===== config.mk =====
export PLATFORM = sky130hd
export DESIGN_NAME = ppm_port_mux
export DESIGN_NICKNAME = d
export VERILOG_FILES = /design/src/include/ppm_pkg.sv /design/src/verilog/ppm_port_mux.sv
export SDC_FILE = /design/constraint.sdc
export NUM_CORES = 1
export LEC_CHECK = 0
export BUFFER_PORTS_ARGS = -buffer_cell sky130_fd_sc_hd__buf_2
export CAP_MARGIN = 20
export CELL_PAD_IN_SITES_DETAIL_PLACEMENT = 0
export CELL_PAD_IN_SITES_GLOBAL_PLACEMENT = 1
export CORE_MARGIN = 3
export CORE_UTILIZATION = 45
export DETAILED_ROUTE_END_ITERATION = 16
export GPL_TIMING_DRIVEN = 0
export PLACE_DENSITY = 0.95
export REMOVE_ABC_BUFFERS = 1
export SYNTH_ARGS = -nofsm -noshare
export SYNTH_HDL_FRONTEND = slang
export SYNTH_SLANG_ARGS = --single-unit

===== constraint.sdc =====
create_clock -name sys_clk -period 2.57 [get_ports sys_clk]
set_clock_uncertainty 0.1 [all_clocks]
set_input_delay 0.3855 -clock sys_clk [delete_from_list [all_inputs] [get_ports sys_clk]]
set_output_delay 0.3855 -clock sys_clk [all_outputs]
set_load 0.01 [all_outputs]

===== src/include/ppm_pkg.sv =====
// ppm_pkg: register map, reset values and field positions of the port pin mux.
// assumes a 32-bit APB slave with one register per aligned word.
package ppm_pkg;
	localparam int ADDR_W = 8;
	// per-port output latch, direction (1 = output), control mode, pull-up, function
	localparam logic [7:0] P0_LATCH_OFS = 8'h00;
	localparam logic [7:0] P0_DIR_OFS = 8'h04;
	localparam logic [7:0] P0_PULLUP_OFS = 8'h08;
	localparam logic [7:0] P0_CTRL_OFS = 8'h0c;
	localparam logic [7:0] IRQ_EDGE_OFS = 8'h10;
	localparam logic [7:0] P0_PIN_OFS = 8'h14;
	localparam logic [7:0] P1_CTRL_OFS = 8'h18;
	localparam logic [7:0] P1_PIN_OFS = 8'h1c;
	localparam logic [7:0] P2_LATCH_OFS = 8'h20;
	localparam logic [7:0] P2_CTRL_OFS = 8'h24;
	localparam logic [7:0] P3_LATCH_OFS = 8'h28;
	localparam logic [7:0] P3_DIR_OFS = 8'h2c;
	localparam logic [7:0] P3_CTRL_OFS = 8'h30;
	localparam logic [7:0] P3_FUNC_OFS = 8'h34;
	localparam logic [7:0] P3_PIN_OFS = 8'h38;
	localparam logic [7:0] P4_LATCH_OFS = 8'h3c;
	localparam logic [7:0] P4_DIR_OFS = 8'h40;
	localparam logic [7:0] P4_CTRL_OFS = 8'h44;
	localparam logic [7:0] P4_PIN_OFS = 8'h48;
	localparam logic [7:0] P5_LATCH_OFS = 8'h4c;
	localparam logic [7:0] P5_CTRL_OFS = 8'h50;
	localparam logic [7:0] P6_LATCH_OFS = 8'h54;
	localparam logic [7:0] P6_DIR_OFS = 8'h58;
	localparam logic [7:0] P6_CTRL_OFS = 8'h5c;
	localparam logic [7:0] P6_FUNC_OFS = 8'h60;
	localparam logic [7:0] P6_PIN_OFS = 8'h64;
	// irq edge register: rise enables in [2:0], fall enables in [6:4]
	localparam int IRQ_RISE_LSB = 0;
	localparam int IRQ_FALL_LSB = 4;
	// port 6 function bits: pin 0 frequency vs combined sound, pin 1 trim clock vs amplitude
	localparam int P6_FUNC_FREQ_BIT = 0;
	localparam int P6_FUNC_TRIM_BIT = 1;
	// port 0 pin carrying the CAN clock input
	localparam int P0_CAN_BIT = 3;
	localparam logic [7:0] REG_RESET = 8'h00;
	localparam logic [31:0] DATA_ZERO = 32'h0000_0000;
endpackage


===== src/verilog/ppm_port_mux.sv =====
// ppm_port_mux: pin multiplexing and general-purpose port logic for ports 0 to 6.
// assumes pins are asynchronous and synchronised here; peripheral signals share sys_clk.
// Contract
// - port 0 is four bidirectional general-purpose pins
// - each port 0 pin has its own direction bit
// - port 0 pull-up only on an input pin whose pull-up bit is set
// - interrupt inputs detect rising, falling or both edges as software selects
// - one port 0 pin feeds the CAN controller external clock
// - port 1 is five input-only pins, port or analog per pin
// - port 1 control mode pins become the five analog input channels
// - port 2 is eight output-only pins, optionally meter PWM
// - port 2 control mode carries meter 1 and meter 2 PWM phases
// - each port 3 pin selects port or control mode and its function
// - port 3 control mode routes serial, 8-bit timer and four LCD segments
// - port 4 is eight bidirectional pins with per-bit direction
// - port 4 control mode drives LCD segments 0 to 7, whole byte
// - port 5 in port mode is eight output-only pins
// - port 5 control mode carries meter 3 and meter 4 PWM phases
// - port 6 is six bidirectional pins, mode chosen per pin
// - port 6 control mode routes timer, clock out, async serial, sound outputs
// - two port 6 pins trigger the 16-bit timer captures
// - sound amplitude shares a pin with clock out; input after reset
//
// The APB register port and the register addresses were chosen for this implementation.
`timescale 1ns/1ps
module ppm_port_mux (
	input wire logic sys_clk,
	input wire logic reset_n,
	input wire logic psel,
	input wire logic penable,
	input wire logic pwrite,
	input wire logic [7:0] paddr,
	input wire logic [31:0] pwdata,
	output logic [31:0] prdata,
	output logic pready,
	output logic pslverr,
	input wire logic [3:0] port_zero_pins_in,
	output logic [3:0] port_zero_pins_out,
	output logic [3:0] port_zero_pins_oe_n,
	output logic [3:0] port_zero_pullup,
	input wire logic [4:0] port_one_pins_in,
	output logic [7:0] port_two_pins_out,
	output logic [7:0] port_two_pins_oe_n,
	input wire logic [3:0] port_three_pins_in,
	output logic [3:0] port_three_pins_out,
	output logic [3:0] port_three_pins_oe_n,
	input wire logic [7:0] port_four_pins_in,
	output logic [7:0] port_four_pins_out,
	output logic [7:0] port_four_pins_oe_n,
	output logic [7:0] port_five_pins_out,
	output logic [7:0] port_five_pins_oe_n,
	input wire logic [5:0] port_six_pins_in,
	output logic [5:0] port_six_pins_out,
	output logic [5:0] port_six_pins_oe_n,
	output logic [2:0] ext_irq_event,
	output logic can_ext_clock_in,
	output logic [4:0] analog_in_channels_en,
	input wire logic [3:0] meter1_pwm_phases,
	input wire logic [3:0] meter2_pwm_phases,
	input wire logic [3:0] meter3_pwm_phases,
	input wire logic [3:0] meter4_pwm_phases,
	output logic serial_a_data_in,
	input wire logic serial_a_data_out,
	output logic serial_a_clock_in,
	input wire logic serial_a_clock_out,
	output logic timer8_a_count_in,
	input wire logic timer8_a_out,
	input wire logic [3:0] lcd_segments_high_group,
	input wire logic [7:0] lcd_segments_low_group,
	output logic capture_trigger_a,
	output logic capture_trigger_b,
	output logic async_rx_in,
	input wire logic async_tx_out,
	input wire logic sound_combined_out,
	input wire logic sound_frequency_out,
	input wire logic sound_amplitude_out,
	input wire logic trim_clock_out
);
	typedef struct packed {
		logic [3:0] p0Latch;
		logic [3:0] p0Dir;
		logic [3:0] p0Pull;
		logic [3:0] p0Ctrl;
		logic [6:0] irqEdge;
		logic [4:0] p1Ctrl;
		logic [7:0] p2Latch;
		logic [7:0] p2Ctrl;
		logic [3:0] p3Latch;
		logic [3:0] p3Dir;
		logic [3:0] p3Ctrl;
		logic [3:0] p3Func;
		logic [7:0] p4Latch;
		logic [7:0] p4Dir;
		logic p4Ctrl;
		logic [7:0] p5Latch;
		logic [7:0] p5Ctrl;
		logic [5:0] p6Latch;
		logic [5:0] p6Dir;
		logic [5:0] p6Ctrl;
		logic [1:0] p6Func;
		logic [26:0] sync1;
		logic [26:0] sync2;
		logic [2:0] irqPrev;
		logic [31:0] rdata;
		logic ready;
		logic slverr;
		logic [3:0] p0Out;
		logic [3:0] p0OeN;
		logic [3:0] p0PullUp;
		logic [7:0] p2Out;
		logic [7:0] p2OeN;
		logic [3:0] p3Out;
		logic [3:0] p3OeN;
		logic [7:0] p4Out;
		logic [7:0] p4OeN;
		logic [7:0] p5Out;
		logic [7:0] p5OeN;
		logic [5:0] p6Out;
		logic [5:0] p6OeN;
		logic [2:0] irqEvt;
		logic canClk;
		logic [4:0] anaEn;
		logic serDin;
		logic serClkIn;
		logic tmrCountIn;
		logic capA;
		logic capB;
		logic rxIn;
	} ppm_state_t;

	ppm_state_t state_r;
	ppm_state_t state_nxt;

	// per-bit mux: control mode takes the peripheral value and drive, port mode the latch and dir
	function automatic logic [15:0] pinMux(input logic [7:0] ctrl, input logic [7:0] perVal,
			input logic [7:0] perDrive, input logic [7:0] latch, input logic [7:0] dir);
		logic [7:0] val;
		logic [7:0] oeN;
		val = (ctrl & perVal) | (~ctrl & latch);
		oeN = ~((ctrl & perDrive) | (~ctrl & dir));
		pinMux = {oeN, val};
	endfunction

	// synchronised pin views: [3:0] port 0, [8:4] port 1, [12:9] port 3, [20:13] port 4, [26:21] port 6
	logic [3:0] p0Pin;
	logic [4:0] p1Pin;
	logic [3:0] p3Pin;
	logic [7:0] p4Pin;
	logic [5:0] p6Pin;
	assign p0Pin = state_r.sync2[3:0];
	assign p1Pin = state_r.sync2[8:4];
	assign p3Pin = state_r.sync2[12:9];
	assign p4Pin = state_r.sync2[20:13];
	assign p6Pin = state_r.sync2[26:21];

	always_comb begin
		logic [15:0] mx;
		logic [7:0] p3Per;
		logic [7:0] p3Drv;
		logic [7:0] p6Per;
		logic [7:0] p6Drv;
		logic [2:0] rise;
		logic [2:0] fall;
		logic setup;
		logic wr;
		mx = 16'h0000;
		p3Per = 8'h00;
		p3Drv = 8'h00;
		p6Per = 8'h00;
		p6Drv = 8'h00;
		rise = 3'h0;
		fall = 3'h0;
		state_nxt = state_r;
		setup = psel && !penable;
		wr = psel && penable && state_r.ready && pwrite;
		state_nxt.ready = setup;
		state_nxt.slverr = 1'b0;
		state_nxt.rdata = ppm_pkg::DATA_ZERO;
		if (setup) begin
			case (paddr)
				ppm_pkg::P0_LATCH_OFS: state_nxt.rdata = {28'h0000000, state_r.p0Latch};
				ppm_pkg::P0_DIR_OFS: state_nxt.rdata = {28'h0000000, state_r.p0Dir};
				ppm_pkg::P0_PULLUP_OFS: state_nxt.rdata = {28'h0000000, state_r.p0Pull};
				ppm_pkg::P0_CTRL_OFS: state_nxt.rdata = {28'h0000000, state_r.p0Ctrl};
				ppm_pkg::IRQ_EDGE_OFS: state_nxt.rdata = {25'h0000000, state_r.irqEdge};
				ppm_pkg::P0_PIN_OFS: state_nxt.rdata = {28'h0000000, p0Pin};
				ppm_pkg::P1_CTRL_OFS: state_nxt.rdata = {27'h0000000, state_r.p1Ctrl};
				ppm_pkg::P1_PIN_OFS: state_nxt.rdata = {27'h0000000, p1Pin & ~state_r.p1Ctrl};
				ppm_pkg::P2_LATCH_OFS: state_nxt.rdata = {24'h000000, state_r.p2Latch};
				ppm_pkg::P2_CTRL_OFS: state_nxt.rdata = {24'h000000, state_r.p2Ctrl};
				ppm_pkg::P3_LATCH_OFS: state_nxt.rdata = {28'h0000000, state_r.p3Latch};
				ppm_pkg::P3_DIR_OFS: state_nxt.rdata = {28'h0000000, state_r.p3Dir};
				ppm_pkg::P3_CTRL_OFS: state_nxt.rdata = {28'h0000000, state_r.p3Ctrl};
				ppm_pkg::P3_FUNC_OFS: state_nxt.rdata = {28'h0000000, state_r.p3Func};
				ppm_pkg::P3_PIN_OFS: state_nxt.rdata = {28'h0000000, p3Pin};
				ppm_pkg::P4_LATCH_OFS: state_nxt.rdata = {24'h000000, state_r.p4Latch};
				ppm_pkg::P4_DIR_OFS: state_nxt.rdata = {24'h000000, state_r.p4Dir};
				ppm_pkg::P4_CTRL_OFS: state_nxt.rdata = {31'h00000000, state_r.p4Ctrl};
				ppm_pkg::P4_PIN_OFS: state_nxt.rdata = {24'h000000, p4Pin};
				ppm_pkg::P5_LATCH_OFS: state_nxt.rdata = {24'h000000, state_r.p5Latch};
				ppm_pkg::P5_CTRL_OFS: state_nxt.rdata = {24'h000000, state_r.p5Ctrl};
				ppm_pkg::P6_LATCH_OFS: state_nxt.rdata = {26'h0000000, state_r.p6Latch};
				ppm_pkg::P6_DIR_OFS: state_nxt.rdata = {26'h0000000, state_r.p6Dir};
				ppm_pkg::P6_CTRL_OFS: state_nxt.rdata = {26'h0000000, state_r.p6Ctrl};
				ppm_pkg::P6_FUNC_OFS: state_nxt.rdata = {30'h00000000, state_r.p6Func};
				ppm_pkg::P6_PIN_OFS: state_nxt.rdata = {26'h0000000, p6Pin};
				default: state_nxt.slverr = 1'b1;
			endcase
		end
		if (wr) begin
			case (paddr)
				ppm_pkg::P0_LATCH_OFS: state_nxt.p0Latch = pwdata[3:0];
				ppm_pkg::P0_DIR_OFS: state_nxt.p0Dir = pwdata[3:0];
				ppm_pkg::P0_PULLUP_OFS: state_nxt.p0Pull = pwdata[3:0];
				ppm_pkg::P0_CTRL_OFS: state_nxt.p0Ctrl = pwdata[3:0];
				ppm_pkg::IRQ_EDGE_OFS: state_nxt.irqEdge = pwdata[6:0];
				ppm_pkg::P1_CTRL_OFS: state_nxt.p1Ctrl = pwdata[4:0];
				ppm_pkg::P2_LATCH_OFS: state_nxt.p2Latch = pwdata[7:0];
				ppm_pkg::P2_CTRL_OFS: state_nxt.p2Ctrl = pwdata[7:0];
				ppm_pkg::P3_LATCH_OFS: state_nxt.p3Latch = pwdata[3:0];
				ppm_pkg::P3_DIR_OFS: state_nxt.p3Dir = pwdata[3:0];
				ppm_pkg::P3_CTRL_OFS: state_nxt.p3Ctrl = pwdata[3:0];
				ppm_pkg::P3_FUNC_OFS: state_nxt.p3Func = pwdata[3:0];
				ppm_pkg::P4_LATCH_OFS: state_nxt.p4Latch = pwdata[7:0];
				ppm_pkg::P4_DIR_OFS: state_nxt.p4Dir = pwdata[7:0];
				ppm_pkg::P4_CTRL_OFS: state_nxt.p4Ctrl = pwdata[0];
				ppm_pkg::P5_LATCH_OFS: state_nxt.p5Latch = pwdata[7:0];
				ppm_pkg::P5_CTRL_OFS: state_nxt.p5Ctrl = pwdata[7:0];
				ppm_pkg::P6_LATCH_OFS: state_nxt.p6Latch = pwdata[5:0];
				ppm_pkg::P6_DIR_OFS: state_nxt.p6Dir = pwdata[5:0];
				ppm_pkg::P6_CTRL_OFS: state_nxt.p6Ctrl = pwdata[5:0];
				ppm_pkg::P6_FUNC_OFS: state_nxt.p6Func = pwdata[1:0];
				default: state_nxt.p0Latch = state_r.p0Latch;
			endcase
		end
		// pin synchronisers: second stage feeds all logic
		state_nxt.sync1 = {port_six_pins_in, port_four_pins_in, port_three_pins_in,
			port_one_pins_in, port_zero_pins_in};
		state_nxt.sync2 = state_r.sync1;
		// port 0: interrupt pins and CAN clock are inputs in control mode
		mx = pinMux({4'h0, state_r.p0Ctrl}, 8'h00, 8'h00, {4'h0, state_r.p0Latch},
			{4'h0, state_r.p0Dir});
		state_nxt.p0Out = mx[3:0];
		state_nxt.p0OeN = mx[11:8];
		state_nxt.p0PullUp = state_r.p0Pull & ~state_r.p0Dir & ~state_r.p0Ctrl;
		state_nxt.irqPrev = p0Pin[2:0];
		rise = p0Pin[2:0] & ~state_r.irqPrev & state_r.irqEdge[ppm_pkg::IRQ_RISE_LSB +: 3];
		fall = ~p0Pin[2:0] & state_r.irqPrev & state_r.irqEdge[ppm_pkg::IRQ_FALL_LSB +: 3];
		state_nxt.irqEvt = (rise | fall) & state_r.p0Ctrl[2:0];
		state_nxt.canClk = p0Pin[ppm_pkg::P0_CAN_BIT] & state_r.p0Ctrl[ppm_pkg::P0_CAN_BIT];
		// port 1: control mode hands the pin to the converter
		state_nxt.anaEn = state_r.p1Ctrl;
		// port 2 and port 5: output only, tri-stated only in reset
		mx = pinMux(state_r.p2Ctrl, {meter2_pwm_phases, meter1_pwm_phases}, 8'hff,
			state_r.p2Latch, 8'hff);
		state_nxt.p2Out = mx[7:0];
		state_nxt.p2OeN = mx[15:8];
		mx = pinMux(state_r.p5Ctrl, {meter4_pwm_phases, meter3_pwm_phases}, 8'hff,
			state_r.p5Latch, 8'hff);
		state_nxt.p5Out = mx[7:0];
		state_nxt.p5OeN = mx[15:8];
		// port 3: func bit set picks LCD segment; clear picks serial or timer role
		for (int i = 0; i < 4; i++) begin
			if (state_r.p3Func[i]) begin
				p3Per[i] = lcd_segments_high_group[3 - i];
				p3Drv[i] = 1'b1;
			end else begin
				p3Drv[i] = state_r.p3Dir[i];
			end
		end
		if (!state_r.p3Func[0])
			p3Per[0] = timer8_a_out & state_r.p3Latch[0];
		if (!state_r.p3Func[1])
			p3Per[1] = serial_a_clock_out & state_r.p3Latch[1];
		if (!state_r.p3Func[2])
			p3Per[2] = serial_a_data_out & state_r.p3Latch[2];
		mx = pinMux({4'h0, state_r.p3Ctrl}, p3Per, p3Drv, {4'h0, state_r.p3Latch},
			{4'h0, state_r.p3Dir});
		state_nxt.p3Out = mx[3:0];
		state_nxt.p3OeN = mx[11:8];
		state_nxt.tmrCountIn = p3Pin[0] & state_r.p3Ctrl[0] & ~state_r.p3Func[0];
		state_nxt.serClkIn = p3Pin[1] & state_r.p3Ctrl[1] & ~state_r.p3Func[1];
		state_nxt.serDin = p3Pin[3] & state_r.p3Ctrl[3] & ~state_r.p3Func[3];
		// port 4: whole byte goes to the LCD segment group at once
		mx = pinMux({8{state_r.p4Ctrl}}, lcd_segments_low_group, 8'hff, state_r.p4Latch,
			state_r.p4Dir);
		state_nxt.p4Out = mx[7:0];
		state_nxt.p4OeN = mx[15:8];
		// port 6: 0 sound, 1 amplitude or trim clock, 2 rx, 3 tx, 4/5 captures
		p6Per[0] = state_r.p6Func[ppm_pkg::P6_FUNC_FREQ_BIT] ? sound_frequency_out
			: sound_combined_out;
		p6Per[1] = state_r.p6Func[ppm_pkg::P6_FUNC_TRIM_BIT] ? trim_clock_out
			: sound_amplitude_out;
		p6Per[3] = async_tx_out;
		p6Drv = 8'h0b;
		mx = pinMux({2'h0, state_r.p6Ctrl}, p6Per, p6Drv, {2'h0, state_r.p6Latch},
			{2'h0, state_r.p6Dir});
		state_nxt.p6Out = mx[5:0];
		state_nxt.p6OeN = mx[13:8];
		state_nxt.rxIn = p6Pin[2] & state_r.p6Ctrl[2];
		state_nxt.capA = p6Pin[4] & state_r.p6Ctrl[4];
		state_nxt.capB = p6Pin[5] & state_r.p6Ctrl[5];
		if (!reset_n) begin
			state_nxt = '0;
			state_nxt.p0OeN = 4'hf;
			state_nxt.p2OeN = 8'hff;
			state_nxt.p3OeN = 4'hf;
			state_nxt.p4OeN = 8'hff;
			state_nxt.p5OeN = 8'hff;
			state_nxt.p6OeN = 6'h3f;
		end
	end

	always_ff @(posedge sys_clk) begin
		state_r <= state_nxt;
	end

	assign prdata = state_r.rdata;
	assign pready = state_r.ready;
	assign pslverr = state_r.slverr;
	assign port_zero_pins_out = state_r.p0Out;
	assign port_zero_pins_oe_n = state_r.p0OeN;
	assign port_zero_pullup = state_r.p0PullUp;
	assign port_two_pins_out = state_r.p2Out;
	assign port_two_pins_oe_n = state_r.p2OeN;
	assign port_three_pins_out = state_r.p3Out;
	assign port_three_pins_oe_n = state_r.p3OeN;
	assign port_four_pins_out = state_r.p4Out;
	assign port_four_pins_oe_n = state_r.p4OeN;
	assign port_five_pins_out = state_r.p5Out;
	assign port_five_pins_oe_n = state_r.p5OeN;
	assign port_six_pins_out = state_r.p6Out;
	assign port_six_pins_oe_n = state_r.p6OeN;
	assign ext_irq_event = state_r.irqEvt;
	assign can_ext_clock_in = state_r.canClk;
	assign analog_in_channels_en = state_r.anaEn;
	assign serial_a_data_in = state_r.serDin;
	assign serial_a_clock_in = state_r.serClkIn;
	assign timer8_a_count_in = state_r.tmrCountIn;
	assign capture_trigger_a = state_r.capA;
	assign capture_trigger_b = state_r.capB;
	assign async_rx_in = state_r.rxIn;
endmodule


==> results.txt <==
----------------------------------------------------
[Synthesis]
  Fraction of registers with async set/reset ... 0%
  Post-synth top area share ... 46.9%
  Register bit total from synthesis ... 260
  Netlist Area Pre-Place ... 0.0111 mm2
  Seq/Total Area, Yosys ... 46.9%
  Mean post-synth cell area ... 9.51 um2
  Top flip-flop cell by instance count after synthesis ... sky130_fd_sc_hd__dfxtp_1
  Top area cells in the synthesized netlist ... sky130_fd_sc_hd__dfxtp_1, sky130_fd_sc_hd__mux2i_1, sky130_fd_sc_hd__buf_4
  Total number of yosys warnings ... 0
  Number of flops mapped to enable cells by yosys ... 0
  Most area-hungry cell type in the Yosys netlist ... sky130_fd_sc_hd__dfxtp_1
  Count of distinct cell types in the synthesized netlist ... 69
  Synth Instances ... 1167

[Hold path]
  Hold path start ... lcd_segments_low_group[1]
  Worst hold endpoint ... port_four_pins_out[1]
  Class of the most critical hold timing path ... input port to flip-flop
  Number of instances on the worst hold path ... 3

[Global routing]
  Antenna violations before repair ... 0
  Pin count of the biggest net entering global routing ... 100
  Wire length of the first global-routing pass ... 48.1 mm
  Via count of the first global-routing pass ... 8260
  Global-route congestion overflow total ... 0
  Total global routing track utilization ... 23.1%

[Finish]
  Area added between synthesis and finish ... 14.7%
  Most common cell after layout, fill and taps aside ... sky130_fd_sc_hd__dfxtp_1
  Combined flip-flop and latch cell area ... 0.00520 mm2
  Share of post-route cells with drive strength above 1 ... 22.7%
  Most frequent cells in the layout ... sky130_fd_sc_hd__dfxtp_1, sky130_fd_sc_hd__buf_2, sky130_fd_sc_hd__nor2_1
  Final design area excluding fillers ... 0.0127 mm2
  Total inserted antenna cells ... 0
  Final net count ... 1369
  Footprint of the multi-input gates ... 0.00473 mm2
  Fillers ... 2171

[Timing]
  Max frequency ... 0.407 GHz
  Fin worst setup slack ... 0.111 ns
  Number of hold violations in the final report ... 0
  Max transition margin ... 30.0%
  Period Utilization, post-route ... 95.7%
  Max-slew violation count ... 0
  Min cycle time layout ... 2.46 ns
  Unrepaired setup endpoints after global routing ... false
  Pin slew with the least headroom to its limit ... 1.05 ns
  Final setup violation count ... 0

[Clock tree]
  TritonCTS buffer count ... 27
  Insertion delay to the later sink of the worst-skew pair ... 0.54 ns
  Clock transition at the register clock pins on the worst setup and hold paths after CTS ... 0.06 ns
  Cell at the root of the clock tree ... sky130_fd_sc_hd__clkbuf_16
  CTS tree ... built
  Number of H-tree levels ... 1
  Clock sink total ... 260
  Max Root-Sink Buffers ... 3

[Worst setup path]
  Arrival time at the worst endpoint ... 2.76 ns
  Launch instance of the worst register-to-register path ... pready
  Data required time at the worst endpoint ... 2.88 ns
  Flop-to-flop setup slack ... 0.27 ns
  Maximum cell stage delay along the critical path ... 0.62 ns
  Kind of cell adding the most delay to the critical path ... simple AND/OR/NAND/NOR gates
  Path depth of the worst reg2reg path ... 5
  Critical path peak fanout ... 24
  WS Path Type ... input port to flip-flop
  Worst setup EP type ... flip-flop
  Series of cell instances along the critical path ... buf_2, nor4b_2, buf_4, nand2_2, nor2_4, mux2i_1, nor2_1
  Worst-path cell with the longest stage delay ... sky130_fd_sc_hd__nor4b_2
  Startpoint types ... input port
  Buf/Inv on CP ... 2
  Worst flop-to-flop path endpoint ... state_r[226]

[Floorplanning]
  I/O pin cnt ... 237
  Core Footprint ... 0.0238 mm2
  Effective utilization at floorplan ... 46.6%
  Die ar. ... 0.0266 mm2
  Count of standard-cell rows ... 56
  Vertical die dimension ... 163 um
  Horizontal extent of the die ... 163 um

[Power and ir drop]
  PD cells ... 668 mW/mm2
  Leakage dissipation ... 4.96 nW
  Peak ir drop on the vdd network ... 0.485 mV
  Tot Pwr ... 0.00850 W

[Routing]
  Number of detailed-route iterations in the first pass ... 5
  DRC violations left ... 0
  Final antenna-violating net count ... 0
  Avg Vias per Cell ... 5.47
  Final wirelength ... 31.8 mm
  Average wire per cell in the routed design ... 19.9 um
  Routed via count ... 8743
  Detailed router's first-iteration violation count ... 869

[Placed design]
  Global placement routability congestion ... 0.903
  Post-detailed-placement half-perimeter wirelength ... 21.6 mm
  Total placed instance area ... 0.0114 mm2
  Worst slack after detailed placement ... -0.821 ns
  Number of I/O port buffers ... 188

[Flow run]
  Max Cap Viol ... 0

[Outcome]
  Run status ... completed

----------------------------------------------------
[synth_stat cells, types with 16 or more instances]
| master | instances |
|---|---|
| sky130_fd_sc_hd__mux2i_1 | 99 |
| sky130_fd_sc_hd__o21ai_0 | 62 |
| sky130_fd_sc_hd__clkbuf_1 | 43 |
| sky130_fd_sc_hd__and2_1 | 60 |
| sky130_fd_sc_hd__nand2_1 | 80 |
| sky130_fd_sc_hd__a21oi_1 | 61 |
| sky130_fd_sc_hd__nand3_1 | 29 |
| sky130_fd_sc_hd__a22oi_1 | 16 |
| sky130_fd_sc_hd__nor2_1 | 111 |
| sky130_fd_sc_hd__buf_4 | 125 |
| sky130_fd_sc_hd__buf_2 | 19 |
| sky130_fd_sc_hd__dfxtp_1 | 260 |
[logic make-up after synthesis]
| kind of cell | count (synthesis) | share of synthesized area (%) |
|---|---|---|
| simple gates | 385 | 19.4 |
| flops | 260 | 46.9 |
| buf+inv | 206 | 11.7 |
| compound gates | 201 | 11.3 |
| mux | 113 | 10.7 |
| xor+xnor | 1 | 0.0789 |
| other cells | 1 | 0.0338 |
[cell type report]
class | count | share of cell area, %
clock buffers | 38 | 6.02
flip-flops and latches | 260 | 40.9
multi-input cells | 724 | 37.1
clock inverters | 10 | 1.07
well taps | 319 | 3.13
repair buffers | 236 | 11.4
inverters | 12 | 0.393
[report_power, final]
group | internal (W) | switching, W | total, W
Sequential | 0.00407 | 0.0000181 | 0.00409
Combinational | 0.000170 | 0.000295 | 0.000465
Clock | 0.00237 | 0.00157 | 0.00394
Total | 0.00662 | 0.00188 | 0.00850
[timing repair]
item,CTS,global route
pin swaps,1,0
hold endpoints to repair,41,0
hold buffers,41,0
setup endpoints to repair,45,13
gates resized for setup,2,4
buffers inserted,1,0
[worst max-delay path by stage]
| stage | from | to | slack, ns | cells after the start |
|---|---|---|---|---|
| after floorplan | paddr[2] | state_r[188] | -0.40 | 5 |
| after CTS | paddr[6] | prdata[4] | 0.07 | 7 |
| after global routing | paddr[2] | prdata[1] | 0.01 | 7 |
| final | paddr[2] | state_r[255] | 0.11 | 7 |
| after global placement | paddr[3] | state_r[190] | -2.84 | 6 |
| after detailed placement | paddr[3] | state_r[223] | -0.82 | 6 |
[per-layer routing]
layer	GRT usage, %	wire [um]	up-vias
met5	0	0	-
met4	8.15	982	0
met3	4.01	2800	72
met2	36.9	14400	479
met1	31.8	13700	4123
li1	-	-	4069
[per-stage QoR]
step | cells | hold WS [ns] | TNS [ns] | util (%)
after floorplan | 996 | 0.288 | -8.12 | -
after global routing | 1599 | 0.0332 | 0 | 53.4
after CTS | 1599 | 0.00640 | 0 | 53.4
after global placement | 1503 | 0.317 | -240.29 | 47.3
after detailed placement | 1509 | 0.318 | -47.48 | 47.8
final | 1599 | 0.0186 | 0 | 53.4
[worst reg2reg max path: stages (launching register included)]
cell,delay (ns)
sky130_fd_sc_hd__dfxtp_1,0.34
sky130_fd_sc_hd__and4_1,0.42
sky130_fd_sc_hd__nand2_2,0.48
sky130_fd_sc_hd__nor2_4,0.53
sky130_fd_sc_hd__mux2i_1,0.24
sky130_fd_sc_hd__nor2_1,0.06
[registers in the layout, summed over array words and instances (netlist names), 5 cells and up]
signal,count
port_six_pins_oe_n,6
prdata,8
p1Pin,5
port_four_pins_out,8
p6Pin,6
port_five_pins_out,8
port_two_pins_out,8
port_four_pins_oe_n,8
p4Pin,8
state_r,143
analog_in_channels_en,5
port_six_pins_out,6
No activity file was read; power rests on OpenSTA's default activity.
